### src/design/power_mode_pkg.sv
// Constants and carrier types for the power-mode clock control block.
// Assumes an 8-bit special function register port from the CPU core.
package power_mode_pkg;

  // ****************************************************************
  // Register map
  // ****************************************************************
  localparam logic [7:0] CLOCK_MODE_ADDR   = 8'hFD;
  localparam logic [7:0] POWER_CTRL_ADDR   = 8'h87;
  localparam logic [7:0] PCLK_GATE_ADDR    = 8'hFE;
  localparam logic [7:0] PCLK_ACTIVE_ADDR  = 8'hF5;
  localparam int         LPM_ENABLE_BIT    = 2;
  localparam int         IDLE_SELECT_BIT   = 0;
  localparam int         STOP_SELECT_BIT   = 1;
  localparam logic [7:0] CLOCK_MODE_RESET  = 8'h00;
  localparam logic [7:0] PCLK_GATE_RESET   = 8'h00;
  localparam logic [7:0] PCLK_ACTIVE_RESET = 8'h00;
  localparam logic [7:0] CLOCK_MODE_MASK   = 8'h04;
  localparam logic [15:0] RESET_VECTOR     = 16'h0000;
  localparam int         PERIPH_COUNT      = 8;

  // ****************************************************************
  // Types
  // ****************************************************************
  typedef enum logic [3:0] {
    ST_RUN   = 4'h1,
    ST_IDLE  = 4'h2,
    ST_STOP  = 4'h4,
    ST_RESET = 4'h8
  } power_state_t;

  typedef struct packed {
    logic       wr;
    logic       rd;
    logic [7:0] addr;
    logic [7:0] wdata;
  } sfr_req_t;

  typedef struct packed {
    logic cpu_clk_en;
    logic hf_osc_en;
    logic core_reset;
  } core_ctrl_t;

endpackage : power_mode_pkg

### src/design/clock_gate_cell.sv
// One peripheral clock enable with active-mode override.
// Assumes the caller registers the result.
`timescale 1ns/100ps
module clock_gate_cell
  import power_mode_pkg::*;
(
  input  wire logic i_gate_en,
  input  wire logic i_override,
  input  wire logic i_lpm,
  output logic      o_clk_en
);
  // Without low-power mode every peripheral runs outside Stop
  assign o_clk_en = !i_lpm || i_gate_en || i_override; // RQ9 RQ10
endmodule : clock_gate_cell

### src/design/low_power_mode_clock_gating.sv
// Power-mode control: Stop, Idle, low-power idle and active gating.
// Assumes a single-cycle SFR port, an instruction-done strobe from the
// core, and reset request pins from outside the clock domain.
//
// Behaviour
// RQ1: Stop entered once setting instruction completes
// RQ2: Stop halts precision oscillator and CPU only; code also zeroes every peripheral clock enable in Stop
// RQ3: Only reset ends Stop; restart at zero
// RQ4: Missing clock timeout in Stop resets device
// RQ5: Software disables detector before long Stop
// RQ6: Software sets gates, enable, then Idle
// RQ7: Low-power enable gates CPU clock in Idle
// RQ8: Software sets override and gates before enable
// RQ9: Override forces peripheral clock in active mode
// RQ10: Default override leaves gate enables deciding
// RQ11: CPU always clocked in low-power active
// RQ12: Enable bit two, read/write, resets zero
// RQ13: Reserved clock mode bits read zero
// RQ14: Software may stop watchdog before Idle
// RQ15: CPU clock restored before leaving Idle
`timescale 1ns/100ps
module low_power_mode_clock_gating
  import power_mode_pkg::*;
#(
  parameter int N_PERIPH = PERIPH_COUNT
)(
  input  wire logic                i_sys_clk,
  input  wire logic                i_srst,
  input  wire logic                i_clk_en,
  input  wire sfr_req_t            i_sfr,
  input  wire logic                i_instr_done,
  input  wire logic                i_wake_irq,
  input  wire logic                i_ext_reset,
  input  wire logic                i_mcd_enable,
  input  wire logic                i_mcd_timeout,
  output logic [7:0]               o_sfr_rdata,
  output logic                     o_cpu_clk_en,
  output logic                     o_hf_osc_en,
  output logic                     o_core_reset,
  output logic [15:0]              o_start_pc,
  output logic [N_PERIPH-1:0]      o_periph_clk_en,
  output logic [3:0]               o_power_state
);

  // ****************************************************************
  // Pin synchronisers
  // ****************************************************************
  logic ext_rst_s1;
  logic ext_rst_s2;
  logic mcd_to_s1;
  logic mcd_to_s2;

  always_ff @(posedge i_sys_clk) begin
    if (i_srst) begin
      ext_rst_s1 <= 1'b0;
      ext_rst_s2 <= 1'b0;
      mcd_to_s1  <= 1'b0;
      mcd_to_s2  <= 1'b0;
    end else if (i_clk_en) begin
      ext_rst_s1 <= i_ext_reset;
      ext_rst_s2 <= ext_rst_s1;
      mcd_to_s1  <= i_mcd_timeout;
      mcd_to_s2  <= mcd_to_s1;
    end
  end

  // ****************************************************************
  // Registers
  // ****************************************************************
  logic                lpm_enable;
  logic                idle_req;
  logic                stop_req;
  logic [N_PERIPH-1:0] pclk_gate;
  logic [N_PERIPH-1:0] pclk_active;
  logic                reset_event;
  power_state_t        state;
  power_state_t        next_state;

  logic wr_clock_mode;
  logic wr_power_ctrl;
  assign wr_clock_mode = i_sfr.wr && (i_sfr.addr == CLOCK_MODE_ADDR);
  assign wr_power_ctrl = i_sfr.wr && (i_sfr.addr == POWER_CTRL_ADDR);

  // Detector only counts while enabled; a timeout is a reset
  assign reset_event = ext_rst_s2 || (i_mcd_enable && mcd_to_s2); // RQ4

  always_ff @(posedge i_sys_clk) begin
    if (i_srst) begin
      lpm_enable <= CLOCK_MODE_RESET[LPM_ENABLE_BIT];
    end else if (i_clk_en && wr_clock_mode) begin
      lpm_enable <= i_sfr.wdata[LPM_ENABLE_BIT]; // RQ12
    end
  end

  always_ff @(posedge i_sys_clk) begin
    if (i_srst) begin
      pclk_gate   <= PCLK_GATE_RESET[N_PERIPH-1:0];
      pclk_active <= PCLK_ACTIVE_RESET[N_PERIPH-1:0];
    end else if (i_clk_en && i_sfr.wr) begin
      if (i_sfr.addr == PCLK_GATE_ADDR) begin
        pclk_gate <= i_sfr.wdata[N_PERIPH-1:0];
      end
      if (i_sfr.addr == PCLK_ACTIVE_ADDR) begin
        pclk_active <= i_sfr.wdata[N_PERIPH-1:0];
      end
    end
  end

  // Mode bits latch on write and are consumed when the instruction ends
  // Reset event waits for the clock enable like all other state
  always_ff @(posedge i_sys_clk) begin
    if (i_srst) begin
      idle_req <= 1'b0;
      stop_req <= 1'b0;
    end else if (i_clk_en) begin
      if (reset_event) begin
        idle_req <= 1'b0; // RQ3
        stop_req <= 1'b0;
      end else if (wr_power_ctrl) begin
        idle_req <= i_sfr.wdata[IDLE_SELECT_BIT];
        stop_req <= i_sfr.wdata[STOP_SELECT_BIT];
      end else if (i_instr_done) begin
        idle_req <= 1'b0;
        stop_req <= 1'b0;
      end
    end
  end

  // ****************************************************************
  // Power state machine
  // ****************************************************************
  always_comb begin
    next_state = state;
    case (state)
      ST_RUN: begin
        if (reset_event) begin
          next_state = ST_RESET;
        end else if (i_instr_done && stop_req) begin
          next_state = ST_STOP; // RQ1
        end else if (i_instr_done && idle_req) begin
          next_state = ST_IDLE;
        end
      end
      ST_IDLE: begin
        if (reset_event) begin
          next_state = ST_RESET;
        end else if (i_wake_irq) begin
          next_state = ST_RUN; // RQ15
        end
      end
      ST_STOP: begin
        // Interrupts cannot wake Stop
        if (reset_event) begin
          next_state = ST_RESET; // RQ3
        end
      end
      ST_RESET: begin
        if (!reset_event) begin
          next_state = ST_RUN;
        end
      end
      default: next_state = ST_RESET;
    endcase
  end

  always_ff @(posedge i_sys_clk) begin
    if (i_srst) begin
      state <= ST_RUN;
    end else if (i_clk_en) begin
      state <= next_state;
    end
  end

  // ****************************************************************
  // Clock enables
  // ****************************************************************
  core_ctrl_t next_core;
  logic [N_PERIPH-1:0] next_periph;

  always_comb begin
    next_core.cpu_clk_en = 1'b1; // RQ11
    next_core.hf_osc_en  = 1'b1;
    next_core.core_reset = 1'b0;
    case (next_state)
      ST_IDLE: begin
        // Classic Idle keeps the CPU clock tree alive
        next_core.cpu_clk_en = !lpm_enable; // RQ7
      end
      ST_STOP: begin
        next_core.cpu_clk_en = 1'b0; // RQ2
        next_core.hf_osc_en  = 1'b0; // RQ2
      end
      ST_RESET: begin
        next_core.core_reset = 1'b1; // RQ3
      end
      default: begin
        next_core.cpu_clk_en = 1'b1; // RQ15
      end
    endcase
  end

  genvar g;
  generate
    for (g = 0; g < N_PERIPH; g++) begin : g_gate
      clock_gate_cell u_gate (
        .i_gate_en  (pclk_gate[g]),
        .i_override (pclk_active[g] && next_state == ST_RUN),
        .i_lpm      (lpm_enable),
        .o_clk_en   (next_periph[g])
      );
    end
  endgenerate

  always_ff @(posedge i_sys_clk) begin
    if (i_srst) begin
      o_cpu_clk_en    <= 1'b1;
      o_hf_osc_en     <= 1'b1;
      o_core_reset    <= 1'b0;
      o_start_pc      <= RESET_VECTOR;
      o_periph_clk_en <= '1;
      o_power_state   <= ST_RUN;
    end else if (i_clk_en) begin
      o_cpu_clk_en    <= next_core.cpu_clk_en;
      o_hf_osc_en     <= next_core.hf_osc_en;
      o_core_reset    <= next_core.core_reset;
      o_start_pc      <= RESET_VECTOR; // RQ3
      // Nothing runs in Stop
      o_periph_clk_en <= (next_state == ST_STOP) ? '0 : next_periph;
      o_power_state   <= next_state;
    end
  end

  // ****************************************************************
  // Read path
  // ****************************************************************
  always_ff @(posedge i_sys_clk) begin
    if (i_srst) begin
      o_sfr_rdata <= 8'h00;
    end else if (i_clk_en && i_sfr.rd) begin
      case (i_sfr.addr)
        CLOCK_MODE_ADDR:
          o_sfr_rdata <= {5'h00, lpm_enable, 2'h0} & CLOCK_MODE_MASK; // RQ13
        PCLK_GATE_ADDR:   o_sfr_rdata <= 8'(pclk_gate);
        PCLK_ACTIVE_ADDR: o_sfr_rdata <= 8'(pclk_active);
        POWER_CTRL_ADDR:  o_sfr_rdata <= {6'h00, stop_req, idle_req};
        default:          o_sfr_rdata <= 8'h00;
      endcase
    end
  end

endmodule : low_power_mode_clock_gating

### config.mk
export PLATFORM = sky130hd
export DESIGN_NAME = low_power_mode_clock_gating
export DESIGN_NICKNAME = d
export VERILOG_FILES = /design/src/design/power_mode_pkg.sv /design/src/design/clock_gate_cell.sv /design/src/design/low_power_mode_clock_gating.sv
export SDC_FILE = /design/constraint.sdc
export NUM_CORES = 1
export LEC_CHECK = 0
export BUFFER_PORTS_ARGS = -buffer_cell sky130_fd_sc_hd__clkbuf_2
export CORE_MARGIN = 4
export CORE_UTILIZATION = 46
export DETAILED_ROUTE_END_ITERATION = 16
export PLACE_DENSITY_LB_ADDON = 0.25
export SYNTH_ARGS = -nofsm -noshare
export SYNTH_HDL_FRONTEND = slang
export SYNTH_SLANG_ARGS = --single-unit
### constraint.sdc
create_clock -name i_sys_clk -period 1.7 [get_ports i_sys_clk]
set_input_delay 0.17 -clock i_sys_clk [delete_from_list [all_inputs] [get_ports i_sys_clk]]
set_output_delay 0.17 -clock i_sys_clk [all_outputs]
set_load 0.01 [all_outputs]
==> results of run 1 <==
==> kinds of logic (layout without fill, tap and decap cells) <==
| family | count (synthesis) | after routing |
|---|---|---|
| AO/OA/AOI/OAI | 57 | 57 |
| flip-flops | 46 | 46 |
| buffers and inverters | 33 | 74 |
| multiplexers | 21 | 21 |
| XOR/XNOR | 1 | 1 |
| other | 1 | 16 |
| AND/OR/NAND/NOR | 83 | 83 |
==> stage by stage <==
step           total power [mW]  util, %
2_1_floorplan              1.33        -
3_3_place_gp               1.41     54.8
3_5_place_dp               1.42     54.8
4_1_cts                    2.22     57.2
5_1_grt                    2.32     57.7
6_report                   2.21     57.7
==> layer usage <==
metal	global-route usage, %	up-vias	wire, um
li1	-	981	-
met1	24.5	935	2370
met2	28.9	66	2580
met3	5.50	14	389
met4	7.34	0	108
met5	0	-	0
==> worst min-delay path, cell delays in order <==
cell and delay (ns):
clkbuf_2 0.07, mux2i_1 0.06, nor2_1 0.07
==> final cells by class <==
class | instances | area, sq um | area share, %
well taps | 67 | 83.8 | 3.06
multi-input cells | 178 | 1240 | 45.1
repair buffers | 65 | 380 | 13.9
inverters | 1 | 3.75 | 0.137
clock buffers | 6 | 72.6 | 2.65
flip-flops and latches | 46 | 928 | 33.9
clock inverters | 2 | 37.5 | 1.37
==> Yosys cell counts (all sizes together) <==
library cell  instances
o2111ai               2
nand3b                1
conb                  1
o21a                  2
nand4                 4
and4b                 3
and2                  4
a211o                 2
nand3                 8
or4b                  2
or2b                  1
a21oi                14
o311ai                1
buf                  20
a31oi                 2
a22oi                 5
clkbuf               12
nor4                  1
a32o                  2
a211oi                2
nand2                 5
nor4b                 2
nor3b                 1
and3                  3
inv                   1
o211ai                3
dfxtp                46
and2b                 1
and4                  3
nor2                 29
nand2b                1
nor3                  2
nor2b                10
o21ai                 3
and3b                 1
a221o                 3
nor4bb                1
o221ai                8
a22o                  8
xnor2                 1
mux2i                21
==> power by group through the flow <==
| stage | logic (mW) | clock network (mW) | registers [mW] |
|---|---|---|---|
| floorplan | 0.173 | 0 | 1.16 |
| global placement | 0.265 | 0 | 1.15 |
| detailed placement | 0.269 | 0 | 1.15 |
| CTS | 0.270 | 0.827 | 1.12 |
| global route | 0.307 | 0.887 | 1.13 |
| finish | 0.281 | 0.809 | 1.12 |
==> registers in the layout, indices dropped and copies added (netlist names), 4 cells and up <==
| register | count |
|---|---|
| o_power_state | 4 |
| o_periph_clk_en | 8 |
| pclk_gate | 8 |
| o_sfr_rdata | 8 |
| pclk_active | 8 |
==> how the worst max path moves through the flow <==
stage,from,to,cells after the start
after global routing,o_power_state[3],o_cpu_clk_en,4
after floorplan,o_power_state[2],o_cpu_clk_en,5
final,o_power_state[0],o_cpu_clk_en,4
after detailed placement,o_power_state[1],o_periph_clk_en[2],4
after CTS,o_power_state[1],o_periph_clk_en[2],4
after global placement,o_power_state[1],o_cpu_clk_en,4
==> timing repair <==
action / CTS / global route
hold buffers: 0 / 0
setup endpoints to repair: 0 / 7
resized for setup: 0 / 5
==> flow_summary_export.csv, run 1 <==
group,metric,value,unit
setup_path,r2r-end,"o_cpu_clk_en",
power,ir_worst_vdd,0.527,mV
placement,gp_congestion,0.810,
yosys,synthSimpleGateAreaFrac,21.2,%
placement,dp.cells,357,
placement,place_ws,0.0569,ns
yosys,yosysTopAreaCell,"dfxtp_1",
final_layout,fin_area,2740,sq um
timing,period_share,97.2,%
routing,final_antenna_net_count,0,
yosys,synth_fa_ha_area_share,0,%
hold_path,hp-class,"in2reg",
floorplan,initial_utilization,47.6,%
yosys,yosysWarnings,0,
clocking,cts_setup_buffers,0,
global_route,grt.total_usage,18.7,%
final_layout,layout_commonest_cell,"clkbuf_2",
routing,drc,0,
yosys,muxShareOfSynthArea,9.29,%
clocking,clk_pin_slew,0.08,ns
setup_path,critPathMaxFanout,7,
final_layout,area_growth,21.2,%
power,switching_share,25.3,%
setup_path,r2r_cells,4,
final_layout,n_fill_cell,452,
clocking,cts_tree,"done",
clocking,clock_latency,0.30,ns
hold_path,min_to,"mcd_to_s1",
routing,wl_per_cell,14.9,um
global_route,grt_remaining_overflow,0,
setup_path,max_stage_delay,0.55,ns
routing,drt_wl_total,5.45,mm
placement,placed_cell_area,2610,sq um
global_route,grt_pass1_wl,9.15,mm
setup_path,crit_path_cell_trace,"or4b_4 -> o311ai_4 -> o2111ai_2 -> a221o_1",
routing,vias_per_cell,5.47,
setup_path,r2r-start,"o_power_state[0]",
floorplan,dieArea,6110,sq um
yosys,synth_seq_cells,46,
setup_path,crit_buf_inv,0,
yosys,synth_compound_area_share,19.6,%
timing,hold_viol,0,
timing,final.setup.worst_slack,0.0477,ns
timing,slew_viol_final,0,
yosys,synthXorXnorAreaFrac,0.387,%
yosys,synth_top_family_by_area,"simple AND/OR/NAND/NOR gates",
timing,whs,0.105,ns
power,power.switching,0.559,mW
hold_path,min_from,"i_mcd_timeout",
setup_path,crit_required,1.89,ns
global_route,grt_max_degree,26,
power,intPower,1.65,mW
setup_path,regToRegSetupSlack,0.05,ns
yosys,syn_avg_cell_area,9.35,sq um
setup_path,crit_path_start_kind,"flip-flop",
routing,drtPass1Iterations,4,
routing,num_vias,1996,
clocking,cts_buffers,5,
timing,fmax,605,MHz
placement,port_buffers,48,
setup_path,cp-end-kind,"flip-flop",
hold_path,min_path_cells,3,
run,max-cap-violations,0,
setup_path,cp_slowest_cell,"or4b_4",
final_layout,drive_above_1_share,28.9,%
floorplan,core-area,4750,sq um
floorplan,die_h,78.1,um
setup_path,setup.worst_path.class,"reg2reg",
floorplan,die_w,78.1,um
yosys,syn_inst,242,
routing,drt-initial-drc-count,112,
clocking,clock-sinks,46,
floorplan,row_count,25,
final_layout,diodes,0,
yosys,yosysUniqueCellTypes,49,
timing,skew,0.00634,ns
yosys,yosysTopAreaCellShare,40.7,%
outcome,status,"completed",
final_layout,final_cell_mix,"48 x clkbuf_2, 42 x dfxtp_1, 29 x nor2_1, 21 x mux2i_1",
setup_path,cp.arrival,1.84,ns
setup_path,crit_family,"compound AO/OA/AOI/OAI gates",
yosys,yosysSeqAreaShare,40.7,%
global_route,antenna_found_initial,0,
timing,setup_viol,0,
timing,period_needed,1.65,ns
power,leakage,1.11,nW
timing,fin_tns_setup,0,ns
floorplan,pin_count,65,
power,clkPwrFrac,36.6,%
final_layout,fin_nets,323,
clocking,clock_path_buffers,2,
power,p_per_area,806,nW/um^2
power,seqPwrFrac,50.7,%
global_route,grt_pass1_vias,1881,
clocking,cts_root_buf,"clkbuf_8",
timing,grt_setup_unrepaired,"yes",
clocking,htreeDepth,2,
power,power_frac_comb,12.7,%
yosys,synth_area_leaders,"dfxtp_1 41%, mux2i_1 9.3%, buf_4 5.6%",
final_layout,layout.cells.non_filler,365,
yosys,synth_area,2260,sq um
placement,dp_hpwl,4.12,mm
Power figures use the tool's default switching activity.
==> run 2: changes to the inputs <==
- GPL_TIMING_DRIVEN: default -> 0
==> flow_summary_export.csv, run 2 (same netlist as run 1, synthesis figures left out) <==
group,metric,value,unit
floorplan,die_w,78.1,um
placement,dp_hpwl,4.17,mm
timing,period_needed,1.69,ns
placement,gp_congestion,0.799,
timing,setup_viol,0,
timing,skew,0.00842,ns
floorplan,pin_count,65,
power,power,2.12,mW
timing,grt_setup_unrepaired,"yes",
routing,drt_wl_total,5.72,mm
routing,wl_per_cell,15.0,um
routing,drtPass1Iterations,5,
global_route,use_met3,4.01,%
clocking,clk_pin_slew,0.09,ns
clocking,cts_root_buf,"clkbuf_8",
timing,maxSlewHeadroom,62.1,%
routing,drc,0,
floorplan,dieArea,6110,sq um
final_layout,drive_above_1_share,30.5,%
routing,final_antenna_net_count,0,
global_route,grt_remaining_overflow,0,
setup_path,critPathMaxFanout,5,
clocking,clock_latency,0.30,ns
routing,drt-initial-drc-count,111,
final_layout,final_cell_mix,"46 x clkbuf_2, 42 x dfxtp_1, 29 x nor2_1, 22 x buf_4, 21 x mux2i_1",
setup_path,setup.worst_path.class,"reg2reg",
clocking,clock_path_buffers,2,
run,max-cap-violations,0,
timing,hold_viol,0,
routing,num_vias,2064,
power,leakage,1.16,nW
timing,worstMarginPinSlew,0.561,ns
global_route,grt_max_degree,16,
timing,period_share,99.3,%
power,ir_worst_vdd,0.503,mV
global_route,antenna_found_initial,0,
global_route,grt_pass1_vias,1936,
clocking,cts_hold_buf,0,
clocking,clock-sinks,46,
floorplan,initial_utilization,47.6,%
setup_path,crit_path_start_kind,"flip-flop",
timing,fmax,592,MHz
clocking,cts_tree,"done",
routing,vias_per_cell,5.40,
floorplan,die_h,78.1,um
final_layout,fin_nets,340,
floorplan,core-area,4750,sq um
outcome,status,"completed",
timing,slew_viol_final,0,
setup_path,cp-end-kind,"flip-flop",
global_route,grtUsageMet1,23.9,%
timing,final.setup.worst_slack,0.0120,ns
clocking,htreeDepth,2,
global_route,grt.total_usage,18.6,%
floorplan,row_count,25,
placement,place_ws,-0.105,ns
power,p_per_area,743,nW/um^2
global_route,grtUsageMet2,30.7,%
placement,port_buffers,46,
setup_path,cp.arrival,1.89,ns
final_layout,layout_commonest_cell,"clkbuf_2",
hold_path,hp-class,"in2reg",
global_route,grt_pass1_wl,9.11,mm
setup_path,crit_required,1.90,ns
final_layout,diodes,0,
global_route,busiest_layer,"met2",
clocking,cts_buffers,5,
final_layout,area_growth,26.2,%
-- run 2: cell types whose count changed in the layout (fill, tap and decap cells not counted), moves of 2 or more --
cell      previous run  this run
o221ai_1             8         6
clkbuf_1             1        12
buf_4               16        22
dfxtp_4              1         3
o221ai_2             0         2
clkbuf_2            48        46
dfxtp_2              3         1
-- run 2: path summary, 6_finish.rpt --
check	startpoint	endpoint	slack (ns)	depth (start not counted)
setup / recovery	o_power_state[1]	o_cpu_clk_en	0.01	4
hold / removal	i_mcd_timeout	mcd_to_s1	0.11	3
setup reg to reg	o_power_state[1]	o_cpu_clk_en	0.01	4
hold reg to reg	o_core_reset	o_core_reset	0.47	1
-- run 2: power breakdown --
part	internal [mW]	switching [mW]
registers	1.10	0.0221
logic	0.140	0.186
clock network	0.289	0.384
-- run 2: through the flow --
stage	TNS (ns)	std cells	util (%)	instance area [sq um]	hold slack, ns
after floorplan	0	257	-	2340	0.317
after global placement	-0.245	370	55.9	2660	0.412
after detailed placement	-0.905	370	55.9	2660	0.427
after CTS	-0.0341	380	58.8	2790	0.107
after global routing	-0.212	382	60.1	2860	0.129
final	0	382	60.1	2860	0.108
-- run 2: metal layers --
| layer | up-vias | wire, um |
|---|---|---|
| met5 | - | 0 |
| met4 | 0 | 50 |
| met3 | 6 | 339 |
| met2 | 69 | 2830 |
| met1 | 979 | 2500 |
| li1 | 1010 | - |
-- run 2: timing repair --
item | CTS | global route
setup endpoints to repair | 10 | 11
resized for setup | 8 | 6
pin swaps | 4 | 5
buffers inserted | 4 | 2
-- run 2: final cells by class --
class	instances	area, sq um
fillers	430	1900
plain buffers	30	178
clock inverters	3	21.3
flip-flops and latches	46	933
multi-input cells	178	1280
repair buffers	52	288
clock buffers	5	68.8
inverters	1	3.75
well taps	67	83.8
-- run 2: critical path, stage by stage (launching register included) --
cell and delay (ns):
dfxtp_4 0.36, or4b_4 0.59, nor3_4 0.19, o2111ai_2 0.12, a221o_1 0.31
==> run 3: changes to the inputs <==
- RECOVER_POWER: default -> 50
==> flow_summary_export.csv, run 3 (same netlist as run 1, synthesis figures left out) <==
group,metric,value,unit
global_route,grt.total_usage,18.6,%
final_layout,final_cell_mix,"42 x dfxtp_1, 31 x clkbuf_1, 29 x nor2_1, 27 x clkbuf_2, 22 x buf_4",
power,leakage,1.10,nW
routing,vias_per_cell,5.37,
timing,period_share,99.3,%
setup_path,crit_family,"simple AND/OR/NAND/NOR gates",
placement,placed_cell_area,2660,sq um
outcome,status,"completed",
timing,worstMarginPinSlew,0.561,ns
clocking,htreeDepth,2,
final_layout,post-route-util,59.6,%
timing,period_needed,1.69,ns
setup_path,crit_required,1.90,ns
clocking,clock-sinks,46,
timing,hold_viol,0,
clocking,clock_latency,0.30,ns
clocking,cts_root_buf,"clkbuf_8",
final_layout,n_fill_cell,438,
setup_path,cp.arrival,1.89,ns
run,max-cap-violations,0,
hold_path,hp-class,"in2reg",
setup_path,crit_path_start_kind,"flip-flop",
power,ir_worst_vdd,0.502,mV
global_route,grt_pass1_wl,9.11,mm
timing,maxSlewHeadroom,62.1,%
routing,num_vias,2051,
floorplan,die_w,78.1,um
final_layout,area_growth,25.2,%
clocking,clk_pin_slew,0.09,ns
setup_path,setup.worst_path.class,"reg2reg",
timing,grt_setup_unrepaired,"yes",
routing,final_antenna_net_count,0,
floorplan,row_count,25,
setup_path,cp-end-kind,"flip-flop",
timing,slew_viol_final,0,
floorplan,pin_count,65,
setup_path,crit_buf_inv,0,
timing,fmax,592,MHz
floorplan,initial_utilization,47.6,%
final_layout,diodes,0,
final_layout,drive_above_1_share,24.4,%
routing,drtPass1Iterations,4,
floorplan,die_h,78.1,um
clocking,clock_path_buffers,2,
clocking,cts_buffers,5,
routing,drc,0,
power,p_per_area,747,nW/um^2
setup_path,cp_slowest_cell,"or4b_4",
final_layout,fin_area,2830,sq um
routing,drt-initial-drc-count,131,
routing,wl_per_cell,15.0,um
power,power,2.12,mW
placement,port_buffers,46,
timing,skew,0.00872,ns
placement,dp_hpwl,4.17,mm
routing,drt_wl_total,5.74,mm
floorplan,dieArea,6110,sq um
global_route,antenna_found_initial,0,
timing,whs,0.107,ns
setup_path,max_stage_delay,0.59,ns
setup_path,critPathMaxFanout,5,
global_route,grt_remaining_overflow,0,
final_layout,fin_nets,340,
timing,setup_viol,0,
global_route,grt_max_degree,16,
setup_path,crit_path_cell_trace,"or4b_4 -> nor3_4 -> o2111ai_2 -> a221o_1",
final_layout,layout_commonest_cell,"dfxtp_1",
clocking,cts_tree,"done",
floorplan,core-area,4750,sq um
placement,gp_congestion,0.799,
global_route,grt_pass1_vias,1936,
## run 3: cell counts in the layout (fill, tap and decap cells not counted)
No cell type changed its count.
## run 3: what timing repair did
item | in CTS | in global routing
hold buffers | 0 | 0
pin swaps | 4 | 5
setup endpoints to repair | 10 | 11
cloned | 0 | 0
buffers inserted | 4 | 2
resized for setup | 8 | 6
## run 3: worst register-to-register path, stage by stage (launching register included)
cell and delay, ns:
dfxtp_4 0.36, or4b_4 0.59, nor3_4 0.19, o2111ai_2 0.13, a221o_1 0.31
## run 3: routing by layer
layer | global-route usage, % | routed length, um | vias to the layer above
li1 | - | - | 1010
met1 | 23.9 | 2570 | 976
met2 | 30.7 | 2820 | 59
met3 | 4.01 | 297 | 6
met4 | 6.64 | 50 | 0
met5 | 0 | 0 | -
## run 3: cell type report
class | count | area [sq um] | area share (%)
multi-input combinational | 178 | 1280 | 45.2
tap | 67 | 83.8 | 2.96
buffer | 30 | 178 | 6.27
sequential | 46 | 933 | 33.0
clock inverter | 3 | 21.3 | 0.751
clock buffer | 5 | 68.8 | 2.43
timing repair buffer | 52 | 264 | 9.32
inverter | 1 | 3.75 | 0.133
## run 3: worst paths after layout
kind / start / to / slack [ns] / cells after the start
worst max-delay path: o_power_state[1] / o_cpu_clk_en / 0.01 / 4
worst min-delay path: i_mcd_timeout / mcd_to_s1 / 0.11 / 3
worst max register to register: o_power_state[1] / o_cpu_clk_en / 0.01 / 4
worst min register to register: o_core_reset / o_core_reset / 0.47 / 1
## run 3: per-stage QoR
step	std cells	setup TNS (ns)	setup WS [ns]
CTS	380	-0.0341	-0.0341
global route	382	-0.212	-0.0362
finish	382	0	0.0111
detailed placement	370	-0.905	-0.105
global placement	370	-0.245	-0.0526
floorplan	257	0	0.0242
## run 3: report_power, final
part | leakage, nW | switching [mW] | internal [mW]
sequential | 0.376 | 0.0217 | 1.10
clock | 0.0441 | 0.382 | 0.289
combinational | 0.680 | 0.186 | 0.136
total | 1.10 | 0.590 | 1.53
